**src/rtl/sbg_pkg.sv**
```systemverilog
// shared constants and types for the serial baud rate generator
// assumes one core clock and an apb slave port with 32-bit data
package sbg_pkg;
  localparam int unsigned AW = 5;
  // register byte addresses
  localparam logic [AW-1:0] ADDR_BAUD_CTRL = 5'h00;
  localparam logic [AW-1:0] ADDR_RX_CTRL   = 5'h04;
  localparam logic [AW-1:0] ADDR_DIV_LO    = 5'h08;
  localparam logic [AW-1:0] ADDR_DIV_HI    = 5'h0c;
  localparam logic [AW-1:0] ADDR_TX_CTRL   = 5'h10;
  // baud_control fields
  localparam int unsigned BC_RX_IDLE = 6;
  localparam int unsigned BC_CLK_POL = 4;
  localparam int unsigned BC_WIDE    = 3;
  localparam logic [7:0]  BC_WR_MASK = 8'h1b;
  // receive_status_control fields
  localparam int unsigned RC_PORT_EN = 7;
  localparam logic [7:0]  RC_WR_MASK = 8'hf8;
  // transmit_status_control fields
  localparam int unsigned TC_MASTER  = 7;
  localparam int unsigned TC_SYNC    = 4;
  localparam int unsigned TC_HSPD    = 2;
  localparam int unsigned TC_SH_EMPTY = 1;
  localparam logic [7:0]  TC_WR_MASK = 8'hfd;
  localparam logic [7:0]  REG_RESET  = 8'h00;
  // divide factors as powers of two: 64, 16, 4
  localparam logic [2:0]  SHIFT_64 = 3'h6;
  localparam logic [2:0]  SHIFT_16 = 3'h4;
  localparam logic [2:0]  SHIFT_4  = 3'h2;
  localparam int unsigned PER_W    = 23;

  typedef struct packed {
    logic port_en;
    logic sync;
    logic master;
    logic wide;
    logic hspd;
    logic clk_pol;
  } sbg_cfg_t;
endpackage : sbg_pkg

```
**src/rtl/sbg_baud_gen.sv**
```systemverilog
// baud rate timer with apb register file and serial clock pin logic
// assumes apb master on CORE_CLK, receiver idle and shifter empty from same-clock logic
//
// What this block does
// - the timer serves async and sync modes, 8 bits wide by default and 16 bits with the width bit set.
// - the timer runs freely with its period set by the divisor n from the two divisor bytes.
// - in async mode the multiplier follows high speed and width bits; in sync mode high speed is ignored.
// - any write to either divisor byte clears the timer at once.
// - async, 8-bit, low speed gives one tick every 64*(n+1) clocks.
// - async, 16-bit, low speed gives one tick every 16*(n+1) clocks.
// - sync, 8-bit gives one tick every 4*(n+1) clocks whatever the high speed bit.
// - n is the high and low divisor bytes taken together as one pair in 16-bit width; 8-bit width uses the low byte alone.
// - width bit one selects 16-bit timer, zero selects 8-bit.
// - receiver idle flag reads one while idle and zero while receiving.
// - in sync master mode the serial clock comes from the timer, in slave mode from outside.
//
// Implementation choices: the APB register port and the register offsets.
`timescale 1ns/100ps
module sbg_baud_gen (
  input  wire logic        CORE_CLK,
  input  wire logic        SRST,
  input  wire logic        PSEL,
  input  wire logic        PENABLE,
  input  wire logic        PWRITE,
  input  wire logic [4:0]  PADDR,
  input  wire logic [31:0] PWDATA,
  output logic      [31:0] PRDATA,
  output logic             PREADY,
  output logic             PSLVERR,
  input  wire logic        RX_IDLE,
  input  wire logic        TX_SHIFT_EMPTY,
  input  wire logic        SCK_IN,
  output logic             SCK_OUT,
  output logic             SCK_OE_N,
  output logic             SYNC_CLK,
  output logic             BAUD_TICK
);
  logic [7:0]  baud_ctrl_q;
  logic [7:0]  rx_ctrl_q;
  logic [7:0]  div_lo_q;
  logic [7:0]  div_hi_q;
  logic [7:0]  tx_ctrl_q;
  logic [31:0] rdata_q;
  logic        err_q;
  logic [5:0]  pre_q;
  logic [15:0] cnt_q;
  logic        tick_q;
  logic        sck_q;
  logic        ext_s1_q;
  logic        ext_s2_q;

  // bus decode
  wire setup    = PSEL & ~PENABLE;
  wire wr_acc   = PSEL & PENABLE & PREADY & PWRITE;
  wire hit_bc   = PADDR == sbg_pkg::ADDR_BAUD_CTRL;
  wire hit_rc   = PADDR == sbg_pkg::ADDR_RX_CTRL;
  wire hit_lo   = PADDR == sbg_pkg::ADDR_DIV_LO;
  wire hit_hi   = PADDR == sbg_pkg::ADDR_DIV_HI;
  wire hit_tc   = PADDR == sbg_pkg::ADDR_TX_CTRL;
  wire mapped   = hit_bc | hit_rc | hit_lo | hit_hi | hit_tc;
  wire div_wr   = wr_acc & (hit_lo | hit_hi);
  wire [7:0] wb = PWDATA[7:0];

  sbg_pkg::sbg_cfg_t cfg;
  assign cfg = '{
    port_en: rx_ctrl_q[sbg_pkg::RC_PORT_EN],
    sync:    tx_ctrl_q[sbg_pkg::TC_SYNC],
    master:  tx_ctrl_q[sbg_pkg::TC_MASTER],
    wide:    baud_ctrl_q[sbg_pkg::BC_WIDE],
    hspd:    tx_ctrl_q[sbg_pkg::TC_HSPD],
    clk_pol: baud_ctrl_q[sbg_pkg::BC_CLK_POL]
  };

  // readback; status bits reflect live state
  wire [7:0] bc_rd = (baud_ctrl_q & sbg_pkg::BC_WR_MASK)
                   | (8'(RX_IDLE) << sbg_pkg::BC_RX_IDLE);
  wire [7:0] tc_rd = (tx_ctrl_q & sbg_pkg::TC_WR_MASK)
                   | (8'(TX_SHIFT_EMPTY) << sbg_pkg::TC_SH_EMPTY);
  wire [7:0] rd_byte = hit_bc ? bc_rd
                     : hit_rc ? rx_ctrl_q
                     : hit_lo ? div_lo_q
                     : hit_hi ? div_hi_q
                     : hit_tc ? tc_rd : 8'h00;

  // one wait-free access phase; read data captured in setup
  assign PREADY  = 1'b1;
  assign PRDATA  = rdata_q;
  assign PSLVERR = PSEL & PENABLE & err_q;

  always_ff @(posedge CORE_CLK) begin
    if (SRST) begin
      rdata_q <= 32'h0;
      err_q   <= 1'b0;
    end else if (setup) begin
      rdata_q <= {24'h0, rd_byte};
      err_q   <= ~mapped;
    end
  end

  always_ff @(posedge CORE_CLK) begin
    if (SRST) begin
      baud_ctrl_q <= sbg_pkg::REG_RESET;
      rx_ctrl_q   <= sbg_pkg::REG_RESET;
      div_lo_q    <= sbg_pkg::REG_RESET;
      div_hi_q    <= sbg_pkg::REG_RESET;
      tx_ctrl_q   <= sbg_pkg::REG_RESET;
    end else if (wr_acc) begin
      if (hit_bc) baud_ctrl_q <= wb & sbg_pkg::BC_WR_MASK;
      if (hit_rc) rx_ctrl_q   <= wb & sbg_pkg::RC_WR_MASK;
      if (hit_lo) div_lo_q    <= wb;
      if (hit_hi) div_hi_q    <= wb;
      if (hit_tc) tx_ctrl_q   <= wb & sbg_pkg::TC_WR_MASK;
    end
  end

  // divisor pair, high byte dropped in 8-bit width
  wire [15:0] n_eff = cfg.wide ? {div_hi_q, div_lo_q} : {8'h00, div_lo_q};

  // factor select; sync ignores high speed
  wire [2:0] shift = cfg.sync ? sbg_pkg::SHIFT_4
                   : (cfg.wide & cfg.hspd) ? sbg_pkg::SHIFT_4
                   : (cfg.wide | cfg.hspd) ? sbg_pkg::SHIFT_16
                   : sbg_pkg::SHIFT_64;
  wire [5:0] pre_max  = 6'((7'h01 << shift) - 7'h01);
  wire       pre_wrap = pre_q >= pre_max;
  // >= keeps the timer sane when width shrinks n below the count
  wire       cnt_end  = cnt_q >= n_eff;
  wire       tick_d   = cfg.port_en & pre_wrap & cnt_end;
  wire       mid_d    = cfg.port_en & (pre_q == (pre_max >> 1)) & cnt_end;

  // free running timer, cleared by divisor write or port disable
  always_ff @(posedge CORE_CLK) begin
    if (SRST | ~cfg.port_en | div_wr) begin
      pre_q <= 6'h00;
      cnt_q <= 16'h0000;
    end else if (pre_wrap) begin
      pre_q <= 6'h00;
      cnt_q <= cnt_end ? 16'h0000 : cnt_q + 16'h0001;
    end else begin
      pre_q <= pre_q + 6'h01;
    end
  end

  always_ff @(posedge CORE_CLK) begin
    if (SRST) tick_q <= 1'b0;
    else      tick_q <= tick_d & ~div_wr;
  end
  assign BAUD_TICK = tick_q;

  // master clock: low at bit boundary, high halfway through the last prescale round of the period
  wire is_master = cfg.sync & cfg.master & cfg.port_en;
  always_ff @(posedge CORE_CLK) begin
    if (SRST | ~is_master) sck_q <= 1'b0;
    else if (tick_d)       sck_q <= 1'b0;
    else if (mid_d)        sck_q <= 1'b1;
  end

  // slave clock from pin, two stages before use
  always_ff @(posedge CORE_CLK) begin
    if (SRST) begin
      ext_s1_q <= 1'b0;
      ext_s2_q <= 1'b0;
    end else begin
      ext_s1_q <= SCK_IN;
      ext_s2_q <= ext_s1_q;
    end
  end

  assign SCK_OUT  = sck_q ^ cfg.clk_pol;
  assign SCK_OE_N = ~is_master;
  assign SYNC_CLK = is_master ? sck_q : ext_s2_q;

  // helper: cycles since last tick, any register write or port disable, for period checks
  logic [sbg_pkg::PER_W-1:0] per_q;
  logic                      per_ok_q;
  wire any_wr = wr_acc;
  always_ff @(posedge CORE_CLK) begin
    if (SRST | any_wr | ~cfg.port_en) begin
      per_q    <= '0;
      per_ok_q <= 1'b0;
    end else if (tick_q) begin
      per_q    <= 23'h000001;
      per_ok_q <= 1'b1;
    end else begin
      per_q    <= per_q + 23'h000001;
    end
  end
  wire [sbg_pkg::PER_W-1:0] per_exp = ({7'h00, n_eff} + 23'h000001) << shift;

  // helper: set by a divisor write, dropped by any other write, so the first tick is judged alone
  logic from_div_q;
  always_ff @(posedge CORE_CLK) begin
    if (SRST | (any_wr & ~div_wr) | ~cfg.port_en) begin
      from_div_q <= 1'b0;
    end else if (div_wr) begin
      from_div_q <= 1'b1;
    end else if (tick_q) begin
      from_div_q <= 1'b0;
    end
  end

  tick_period_a: assert property (@(posedge CORE_CLK) disable iff (SRST)
    tick_q && per_ok_q && $stable(n_eff) && $stable(shift) |-> per_q == per_exp)
    else $error("tick period differs from factor times n plus one");

  div_clear_a: assert property (@(posedge CORE_CLK) disable iff (SRST)
    div_wr |=> pre_q == 6'h00 && cnt_q == 16'h0000 && !tick_q)
    else $error("divisor write did not clear the timer");

  slow_narrow_a: assert property (@(posedge CORE_CLK) disable iff (SRST)
    !cfg.sync && !cfg.wide && !cfg.hspd |-> shift == sbg_pkg::SHIFT_64)
    else $error("async 8-bit low speed factor is not 64");

  slow_wide_a: assert property (@(posedge CORE_CLK) disable iff (SRST)
    !cfg.sync && cfg.wide && !cfg.hspd |-> shift == sbg_pkg::SHIFT_16)
    else $error("async 16-bit low speed factor is not 16");

  sync_factor_a: assert property (@(posedge CORE_CLK) disable iff (SRST)
    cfg.sync |-> shift == sbg_pkg::SHIFT_4)
    else $error("sync factor is not 4");

  fast_async_a: assert property (@(posedge CORE_CLK) disable iff (SRST)
    !cfg.sync && cfg.hspd |-> shift == (cfg.wide ? sbg_pkg::SHIFT_4 : sbg_pkg::SHIFT_16))
    else $error("high speed async factor wrong");

  narrow_width_a: assert property (@(posedge CORE_CLK) disable iff (SRST)
    !cfg.wide |-> n_eff[15:8] == 8'h00 && n_eff[7:0] == div_lo_q)
    else $error("8-bit width uses high divisor byte");

  idle_read_a: assert property (@(posedge CORE_CLK) disable iff (SRST)
    setup && hit_bc |=> rdata_q[sbg_pkg::BC_RX_IDLE] == $past(RX_IDLE))
    else $error("receiver idle flag read wrong");

  master_clk_a: assert property (@(posedge CORE_CLK) disable iff (SRST)
    is_master && tick_d ##1 is_master |-> !sck_q && !SCK_OE_N && SYNC_CLK == sck_q)
    else $error("master clock not driven from timer");

  pair_read_a: assert property (@(posedge CORE_CLK) disable iff (SRST)
    cfg.wide |-> n_eff == {div_hi_q, div_lo_q})
    else $error("divisor pair not combined");

  first_tick_a: assert property (@(posedge CORE_CLK) disable iff (SRST)
    tick_q && from_div_q |-> per_q == per_exp)
    else $error("first tick after divisor write off its period");

  // timer steps, edge by edge, then clock pins, divisor byte access and factor select
  tick_gap_a: assert property (@(posedge CORE_CLK) disable iff (SRST)
    tick_q |=> !tick_q [*3])
    else $error("baud tick closer than the shortest period");

  tick_off_a: assert property (@(posedge CORE_CLK) disable iff (SRST)
    !cfg.port_en |=> !tick_q)
    else $error("baud tick while port disabled");

  timer_hold_a: assert property (@(posedge CORE_CLK) disable iff (SRST)
    !cfg.port_en |=> pre_q == 6'h00 && cnt_q == 16'h0000)
    else $error("timer not held clear while port disabled");

  prescale_step_a: assert property (@(posedge CORE_CLK) disable iff (SRST)
    cfg.port_en && !div_wr && !pre_wrap |=> pre_q == $past(pre_q) + 6'h01)
    else $error("prescaler did not step");

  count_hold_a: assert property (@(posedge CORE_CLK) disable iff (SRST)
    cfg.port_en && !div_wr && !pre_wrap |=> cnt_q == $past(cnt_q))
    else $error("timer count moved inside a prescale step");

  count_step_a: assert property (@(posedge CORE_CLK) disable iff (SRST)
    cfg.port_en && !div_wr && pre_wrap && !cnt_end |=> pre_q == 6'h00 && cnt_q == $past(cnt_q) + 16'h0001)
    else $error("timer count did not advance");

  count_wrap_a: assert property (@(posedge CORE_CLK) disable iff (SRST)
    cfg.port_en && !div_wr && pre_wrap && cnt_end |=> pre_q == 6'h00 && cnt_q == 16'h0000 && tick_q)
    else $error("timer did not wrap with a tick");

  tick_cause_a: assert property (@(posedge CORE_CLK) disable iff (SRST)
    tick_q |-> $past(pre_wrap && cnt_end && cfg.port_en && !div_wr))
    else $error("baud tick without timer wrap");

  master_rise_a: assert property (@(posedge CORE_CLK) disable iff (SRST)
    is_master && mid_d && !tick_d ##1 is_master |-> sck_q)
    else $error("master clock did not rise mid period");

  master_idle_a: assert property (@(posedge CORE_CLK) disable iff (SRST)
    !is_master |=> !sck_q)
    else $error("internal clock runs outside sync master mode");

  slave_sync_a: assert property (@(posedge CORE_CLK) disable iff (SRST)
    !$past(SRST) && !$past(SRST, 2) && !is_master |-> SYNC_CLK == $past(SCK_IN, 2))
    else $error("slave clock not taken from pin");

  lo_write_a: assert property (@(posedge CORE_CLK) disable iff (SRST)
    wr_acc && hit_lo |=> div_lo_q == $past(wb))
    else $error("low divisor byte write lost");

  hi_write_a: assert property (@(posedge CORE_CLK) disable iff (SRST)
    wr_acc && hit_hi |=> div_hi_q == $past(wb))
    else $error("high divisor byte write lost");

  lo_read_a: assert property (@(posedge CORE_CLK) disable iff (SRST)
    setup && hit_lo |=> PRDATA == {24'h000000, $past(div_lo_q)})
    else $error("low divisor byte read wrong");

  hi_read_a: assert property (@(posedge CORE_CLK) disable iff (SRST)
    setup && hit_hi |=> PRDATA == {24'h000000, $past(div_hi_q)})
    else $error("high divisor byte read wrong");

  async_width_a: assert property (@(posedge CORE_CLK) disable iff (SRST)
    !cfg.sync && $stable(cfg.sync) && $stable(cfg.hspd) && $changed(cfg.wide) |-> $changed(shift))
    else $error("async factor ignores width bit");

  async_speed_a: assert property (@(posedge CORE_CLK) disable iff (SRST)
    !cfg.sync && $stable(cfg.sync) && $stable(cfg.wide) && $changed(cfg.hspd) |-> $changed(shift))
    else $error("async factor ignores high speed bit");

  sync_speed_a: assert property (@(posedge CORE_CLK) disable iff (SRST)
    cfg.sync && $stable(cfg.sync) && $changed(cfg.hspd) |-> $stable(shift))
    else $error("sync factor follows high speed bit");
endmodule : sbg_baud_gen

```
**config.mk**
```make
export PLATFORM = sky130hd
export DESIGN_NAME = sbg_baud_gen
export DESIGN_NICKNAME = d
export VERILOG_FILES = /design/src/rtl/sbg_pkg.sv /design/src/rtl/sbg_baud_gen.sv
export SDC_FILE = /design/constraint.sdc
export NUM_CORES = 1
export LEC_CHECK = 0
export BUFFER_PORTS_ARGS = -buffer_cell sky130_fd_sc_hd__clkbuf_2
export CORE_MARGIN = 4
export CORE_UTILIZATION = 49
export CTS_CLUSTER_DIAMETER = 200
export CTS_CLUSTER_SIZE = 40
export DETAILED_ROUTE_END_ITERATION = 7
export GPL_TIMING_DRIVEN = 0
export PLACE_DENSITY = 0.76
export SLEW_MARGIN = 20
export SYNTH_ARGS = -nofsm -noshare
export SYNTH_HDL_FRONTEND = slang
export SYNTH_SLANG_ARGS = --single-unit
```
**constraint.sdc**
```tcl
create_clock -name CORE_CLK -period 2.6 [get_ports CORE_CLK]
set_input_delay 0.52 -clock CORE_CLK [delete_from_list [all_inputs] [get_ports CORE_CLK]]
set_output_delay 0.52 -clock CORE_CLK [all_outputs]
set_load 0.01 [all_outputs]
```
==> flow_summary.ini, run 1 <==
[outcome]
status = complete, no violations

[cts]
cts_max_path_buffers = 2
cts_made_buffers = 9
cts_tree = built
clock_sinks = 67
cts-root-buf = clkbuf_8
cts_max_level = 3
clkTransAtPathRegs_ns = 0.08
clk_latency_ns = 0.35

[floorplanning]
fp.dieArea_um2 = 8960
die_x_um = 94.7
core.rowCount = 31
start_util = 0.505
core_area_um2 = 7290
die_y_um = 94.7
io_pins = 83

[synth]
synthArstFlopShare = 0
yosys_warnings = 0
ys_types = 50
synth_seq_cells = 67
netlist_area_um2 = 3680
synth_edf_count = 0
synth.top_cell.area_share = 0.364
synth_top_area_cell = dfxtp_1
syn-mean-instance-area_um2 = 8.54
synthFlopType = dfxtp_1
synth_top_cells_by_area = dfxtp_1 (36%), mux2i_1 (10%), ha_1 (8.2%)
seq_area_frac_synth = 0.364
syn_inst = 431

[sta]
worstMarginPinSlew_ns = 0.617
grt_setup_unrepaired = true
setup_viol = 0
setup_tns_ns = 0
fin_hold_ws_ns = 0.385
final_hold_viol_count = 0
fin_crit_ns = 2.51
slew_headroom = 0.588
maxSlewViolCount = 0
max_freq_mhz = 399
clock_skew_ns = 0.00964
fin_crit_sh = 0.964

[placed_design]
dp_hpwl_um = 6430
io_buffers = 31
gp_congestion = 0.884
placed_cells = 584

[detailed_routing]
drc = 0
vias_per_cell = 5.27
post_drt_wl_per_cell_um = 14.5
drt_iter0_drc = 138
vias = 3183
dr.pass1.iters = 4
routed_wl_um = 8750
antenna_left = 0

[layout]
fin_cells = 604
fin_util = 0.594
final_common_cell = nor2_1
final_cell_mix = nor2_1 (67), dfxtp_1 (65), mux2i_1 (38)
nets = 569
fillers = 654
drive_gt1_frac = 0.212
area_growth_pct = 17.7
antennaDiodeCount = 0

[setup_path]
rrSetupSlack_ns = 0.09
critical_path_arrival_ns = 2.79
cp.required_ns = 2.88
crit_type = reg2reg
r2r-start = tx_ctrl_q[2]
worstRegToRegCells = 11
critPathMaxFanout = 8
start_kind = flop
r2r-end = cnt_q[11]
crit_path_end_kind = flop

[global_route]
antenna_found_initial = 0
grt_usage = 0.207
grt_pass1_wl_um = 14400
grt_pass1_vias = 3058
grt_max_degree = 13
grtUsageMet3 = 0.0566
use_met2 = 0.336
grtUsageMet1 = 0.258
top_usage_layer = met2
grt-ovfl-total = 0

[run]
cap_violations = 0

[min_path]
worstHoldPathCells = 2
hold_class = in2reg
min_from = SCK_IN
min_to = ext_s1_q

[pwr]
vdd_drop_max_uv = 343
power_density_nw_per_um2 = 445
p_leak_nw = 1.71
## routing by layer
| layer | share of wire | vias up |
|---|---|---|
| met5 | 0 | - |
| li1 | - | 1575 |
| met4 | 0.017 | 0 |
| met3 | 0.069 | 13 |
| met1 | 0.45 | 1488 |
| met2 | 0.47 | 107 |
## cell type report
| type | count | area (um^2) | area share |
|---|---|---|---|
| clock buffer | 9 | 124 | 0.0286 |
| buffer | 44 | 282 | 0.0650 |
| sequential | 67 | 1350 | 0.311 |
| timing repair buffer | 35 | 189 | 0.0436 |
| inverter | 14 | 52.6 | 0.0121 |
| multi-input combinational | 329 | 2170 | 0.501 |
| tap | 99 | 124 | 0.0286 |
| clock inverter | 7 | 45.0 | 0.0104 |
## metrics by stage
stage / worst slack [ns] / instance area [um^2] / total power, mW
2_1_floorplan: 0.162 / 3770 / 1.15
4_1_cts: 0.0417 / 4270 / 1.94
3_3_place_gp: -0.203 / 4050 / 1.19
6_report: 0.0930 / 4330 / 1.93
5_1_grt: -0.00840 / 4330 / 2.01
3_5_place_dp: -0.286 / 4050 / 1.19
## cells in the mapped netlist, types with 4 or more instances
master    instances
nor3_1           10
clkbuf_1         14
nand3_1          11
or2_2             5
xnor2_1          13
nor2_1           68
nor4_1            4
buf_4            25
a21oi_1          15
nand4_1           6
inv_1            14
nand2b_1          6
ha_1             24
nand2_1          32
o21ai_0          11
nor2b_1           9
dfxtp_1          67
mux2i_1          38
xor2_1            6
## worst max-delay path by stage
stage	from	endpoint	cells after the start
3_3_place_gp	tx_ctrl_q[2]	cnt_q[5]	10
6_report	tx_ctrl_q[2]	cnt_q[11]	11
3_5_place_dp	tx_ctrl_q[2]	cnt_q[5]	10
5_1_grt	tx_ctrl_q[2]	cnt_q[13]	10
4_1_cts	baud_ctrl_q[3]	cnt_q[7]	11
2_1_floorplan	baud_ctrl_q[3]	cnt_q[3]	10
## state kept, by name (all words and copies together) (netlist names)
register,flops
cnt_q,16
PRDATA,8
div_hi_q,8
div_lo_q,8
tx_ctrl_q,7
pre_q,6
rx_ctrl_q,5
baud_ctrl_q,4
BAUD_TICK,1
err_q,1
ext_s1_q,1
ext_s2_q,1
sck_q,1
## worst max-delay path: stages, from the launching register on
cell and delay, ns:
dfxtp_4 0.37, ha_4 0.22, or3_1 0.35, ha_1 0.28, nand2_1 0.06, a21oi_1 0.05, nand2b_4 0.15, buf_6 0.13
and2_0 0.13, a221o_2 0.43, buf_4 0.16, a21oi_1 0.11
## where the power goes
| part | switching (mW) | internal [mW] |
|---|---|---|
| logic | 0.0814 | 0.0569 |
| clock network | 0.413 | 0.339 |
| registers | 0.00361 | 1.03 |
## kinds of logic (layout without fill, tap and decap cells)
kind of cell,after synthesis,in the layout,share of synthesized area
simple gates,168,168,0.215
flops,67,67,0.364
buf+inv,58,109,0.0877
compound gates,54,54,0.0976
mux,39,39,0.106
fa+ha+maj,24,24,0.0816
xor+xnor,19,19,0.0452
other cells,2,25,0.00204
## repair_timing
item,4_1_cts,5_1_grt
cloned,1,0
hold buffers,0,0
endpoints found under the setup margin,11,16
buffers inserted,3,0
pin swaps,1,2
gates resized for setup,9,13
Power figures use the tool's default switching activity.
==> inputs of run 2 (changes only) <==
--- a/config.mk
+++ b/config.mk
@@ -7,12 +7,13 @@
 export LEC_CHECK = 0
 export BUFFER_PORTS_ARGS = -buffer_cell sky130_fd_sc_hd__clkbuf_2
 export CORE_MARGIN = 4
-export CORE_UTILIZATION = 49
+export CORE_UTILIZATION = 51
+export CTS_BUF_LIST = sky130_fd_sc_hd__clkbuf_4 sky130_fd_sc_hd__clkbuf_8
 export CTS_CLUSTER_DIAMETER = 200
 export CTS_CLUSTER_SIZE = 40
 export DETAILED_ROUTE_END_ITERATION = 7
 export GPL_TIMING_DRIVEN = 0
-export PLACE_DENSITY = 0.76
+export PLACE_DENSITY = 0.79
 export SLEW_MARGIN = 20
 export SYNTH_ARGS = -nofsm -noshare
 export SYNTH_HDL_FRONTEND = slang
==> run 2 against run 1 <==
Effect of this change: clock skew decreased by 0.0026 ns; final area rose by 0.84%; worst hold slack better by 0.0073 ns; critical path depth stayed put; cell count fell by 0.66%.
==> flow_summary.ini, run 2 (synthesized netlist as in run 1, its figures left out) <==
[layout]
nets = 568
fin_cells = 600
final_cell_mix = nor2_1 (67), dfxtp_1 (65), mux2i_1 (38)
regMostFlops = cnt_q
final_common_cell = nor2_1
drive_gt1_frac = 0.216
antennaDiodeCount = 0
largest_register_ffs = 16
area_growth_pct = 18.7

[setup_path]
crit_type = reg2reg
critPathMaxFanout = 8
cp.required_ns = 2.88
start_kind = flop
rrSetupSlack_ns = 0.10
crit_path_end_kind = flop
critical_path_arrival_ns = 2.78

[pwr]
vdd_drop_max_uv = 326
p_leak_nw = 1.73
power_density_nw_per_um2 = 469

[detailed_routing]
post_drt_wl_per_cell_um = 15.2
vias_per_cell = 5.28
dr.pass1.iters = 6
drt_iter0_drc = 201
vias = 3166
routed_wl_um = 9140
drc = 0
antenna_left = 0

[run]
cap_violations = 0

[global_route]
grt_max_degree = 12
grt_usage = 0.216
antenna_found_initial = 0
grt_pass1_wl_um = 14700
grt-ovfl-total = 0
grt_pass1_vias = 3050

[outcome]
status = complete, no violations

[sta]
slew_headroom = 0.529
fin_crit_ns = 2.50
final_hold_viol_count = 0
clock_skew_ns = 0.00707
worstMarginPinSlew_ns = 0.700
fin_ws_ns = 0.101
setup_viol = 0
maxSlewViolCount = 0
max_freq_mhz = 400
fin_hold_ws_ns = 0.392
fin_crit_sh = 0.961

[floorplanning]
io_pins = 83
start_util = 0.533
fp.dieArea_um2 = 8640
core_area_um2 = 6910
core.rowCount = 30
die_y_um = 93.0
die_x_um = 93.0

[cts]
postCtsHoldBufs = 0
clk_latency_ns = 0.35
cts_max_path_buffers = 2
cts_tree = built
clkTransAtPathRegs_ns = 0.07
clock_sinks = 67
cts_made_buffers = 9
cts-root-buf = clkbuf_8
cts_max_level = 3

[placed_design]
gp_congestion = 0.906
pre_cts_ws_ns = -0.234
placed_cells = 581
io_buffers = 31
dp_hpwl_um = 6560

[min_path]
hold_class = in2reg
==> run 2: metrics by stage <==
stage           util  total power, mW  instance area, um^2  setup TNS [ns]
2_1_floorplan      -             1.15                 3770               0
3_3_place_gp   0.585             1.19                 4040           -1.40
3_5_place_dp   0.585             1.20                 4040           -2.00
4_1_cts        0.622             2.06                 4290               0
5_1_grt        0.633             2.13                 4370        -0.00549
6_report       0.633             2.05                 4370               0
==> run 2: final timing paths <==
path	start	to	cells past startpoint
max	tx_ctrl_q[2]	cnt_q[0]	11
min	SCK_IN	ext_s1_q	2
max reg2reg	tx_ctrl_q[2]	cnt_q[0]	11
min reg2reg	ext_s1_q	ext_s2_q	1
==> run 2: layout make-up <==
class / count / area, um^2
Buffer: 44 / 279
Clock buffer: 11 / 145
Clock inverter: 5 / 52.6
Fill cell: 600 / 2540
Inverter: 14 / 52.6
Multi-Input combinational cell: 329 / 2190
Sequential cell: 67 / 1350
Tap cell: 96 / 120
Timing Repair Buffer: 34 / 181
==> run 2: worst max-delay path: stages, from the launching register on <==
cell and delay (ns):
dfxtp_4 0.37, ha_4 0.22, or3_4 0.39, ha_4 0.24
nand2_1 0.09, a21oi_2 0.05, nand2b_4 0.14, buf_6 0.13
and2_0 0.13, a221o_2 0.43, buf_4 0.16, nor2_1 0.10
==> run 2: power breakdown <==
group          total [mW]  internal [mW]  switching, mW
logic               0.140         0.0570         0.0826
clock network       0.876          0.475          0.401
registers            1.04           1.03        0.00390
total                2.05           1.56          0.487
==> run 2: routing by layer <==
layer | share of wire | vias to the layer above | global-route usage
met5 | 0 | - | 0
met4 | 0.018 | 0 | 0.0623
met3 | 0.057 | 17 | 0.0609
met2 | 0.48 | 93 | 0.358
met1 | 0.45 | 1487 | 0.274
li1 | - | 1569 | -
==> run 2: repair_timing <==
action / CTS / global route
endpoints found under the setup margin: 12 / 14
resized for setup: 9 / 17
setup buffers: 2 / 0
pin swaps: 1 / 1
cloned: 1 / 0
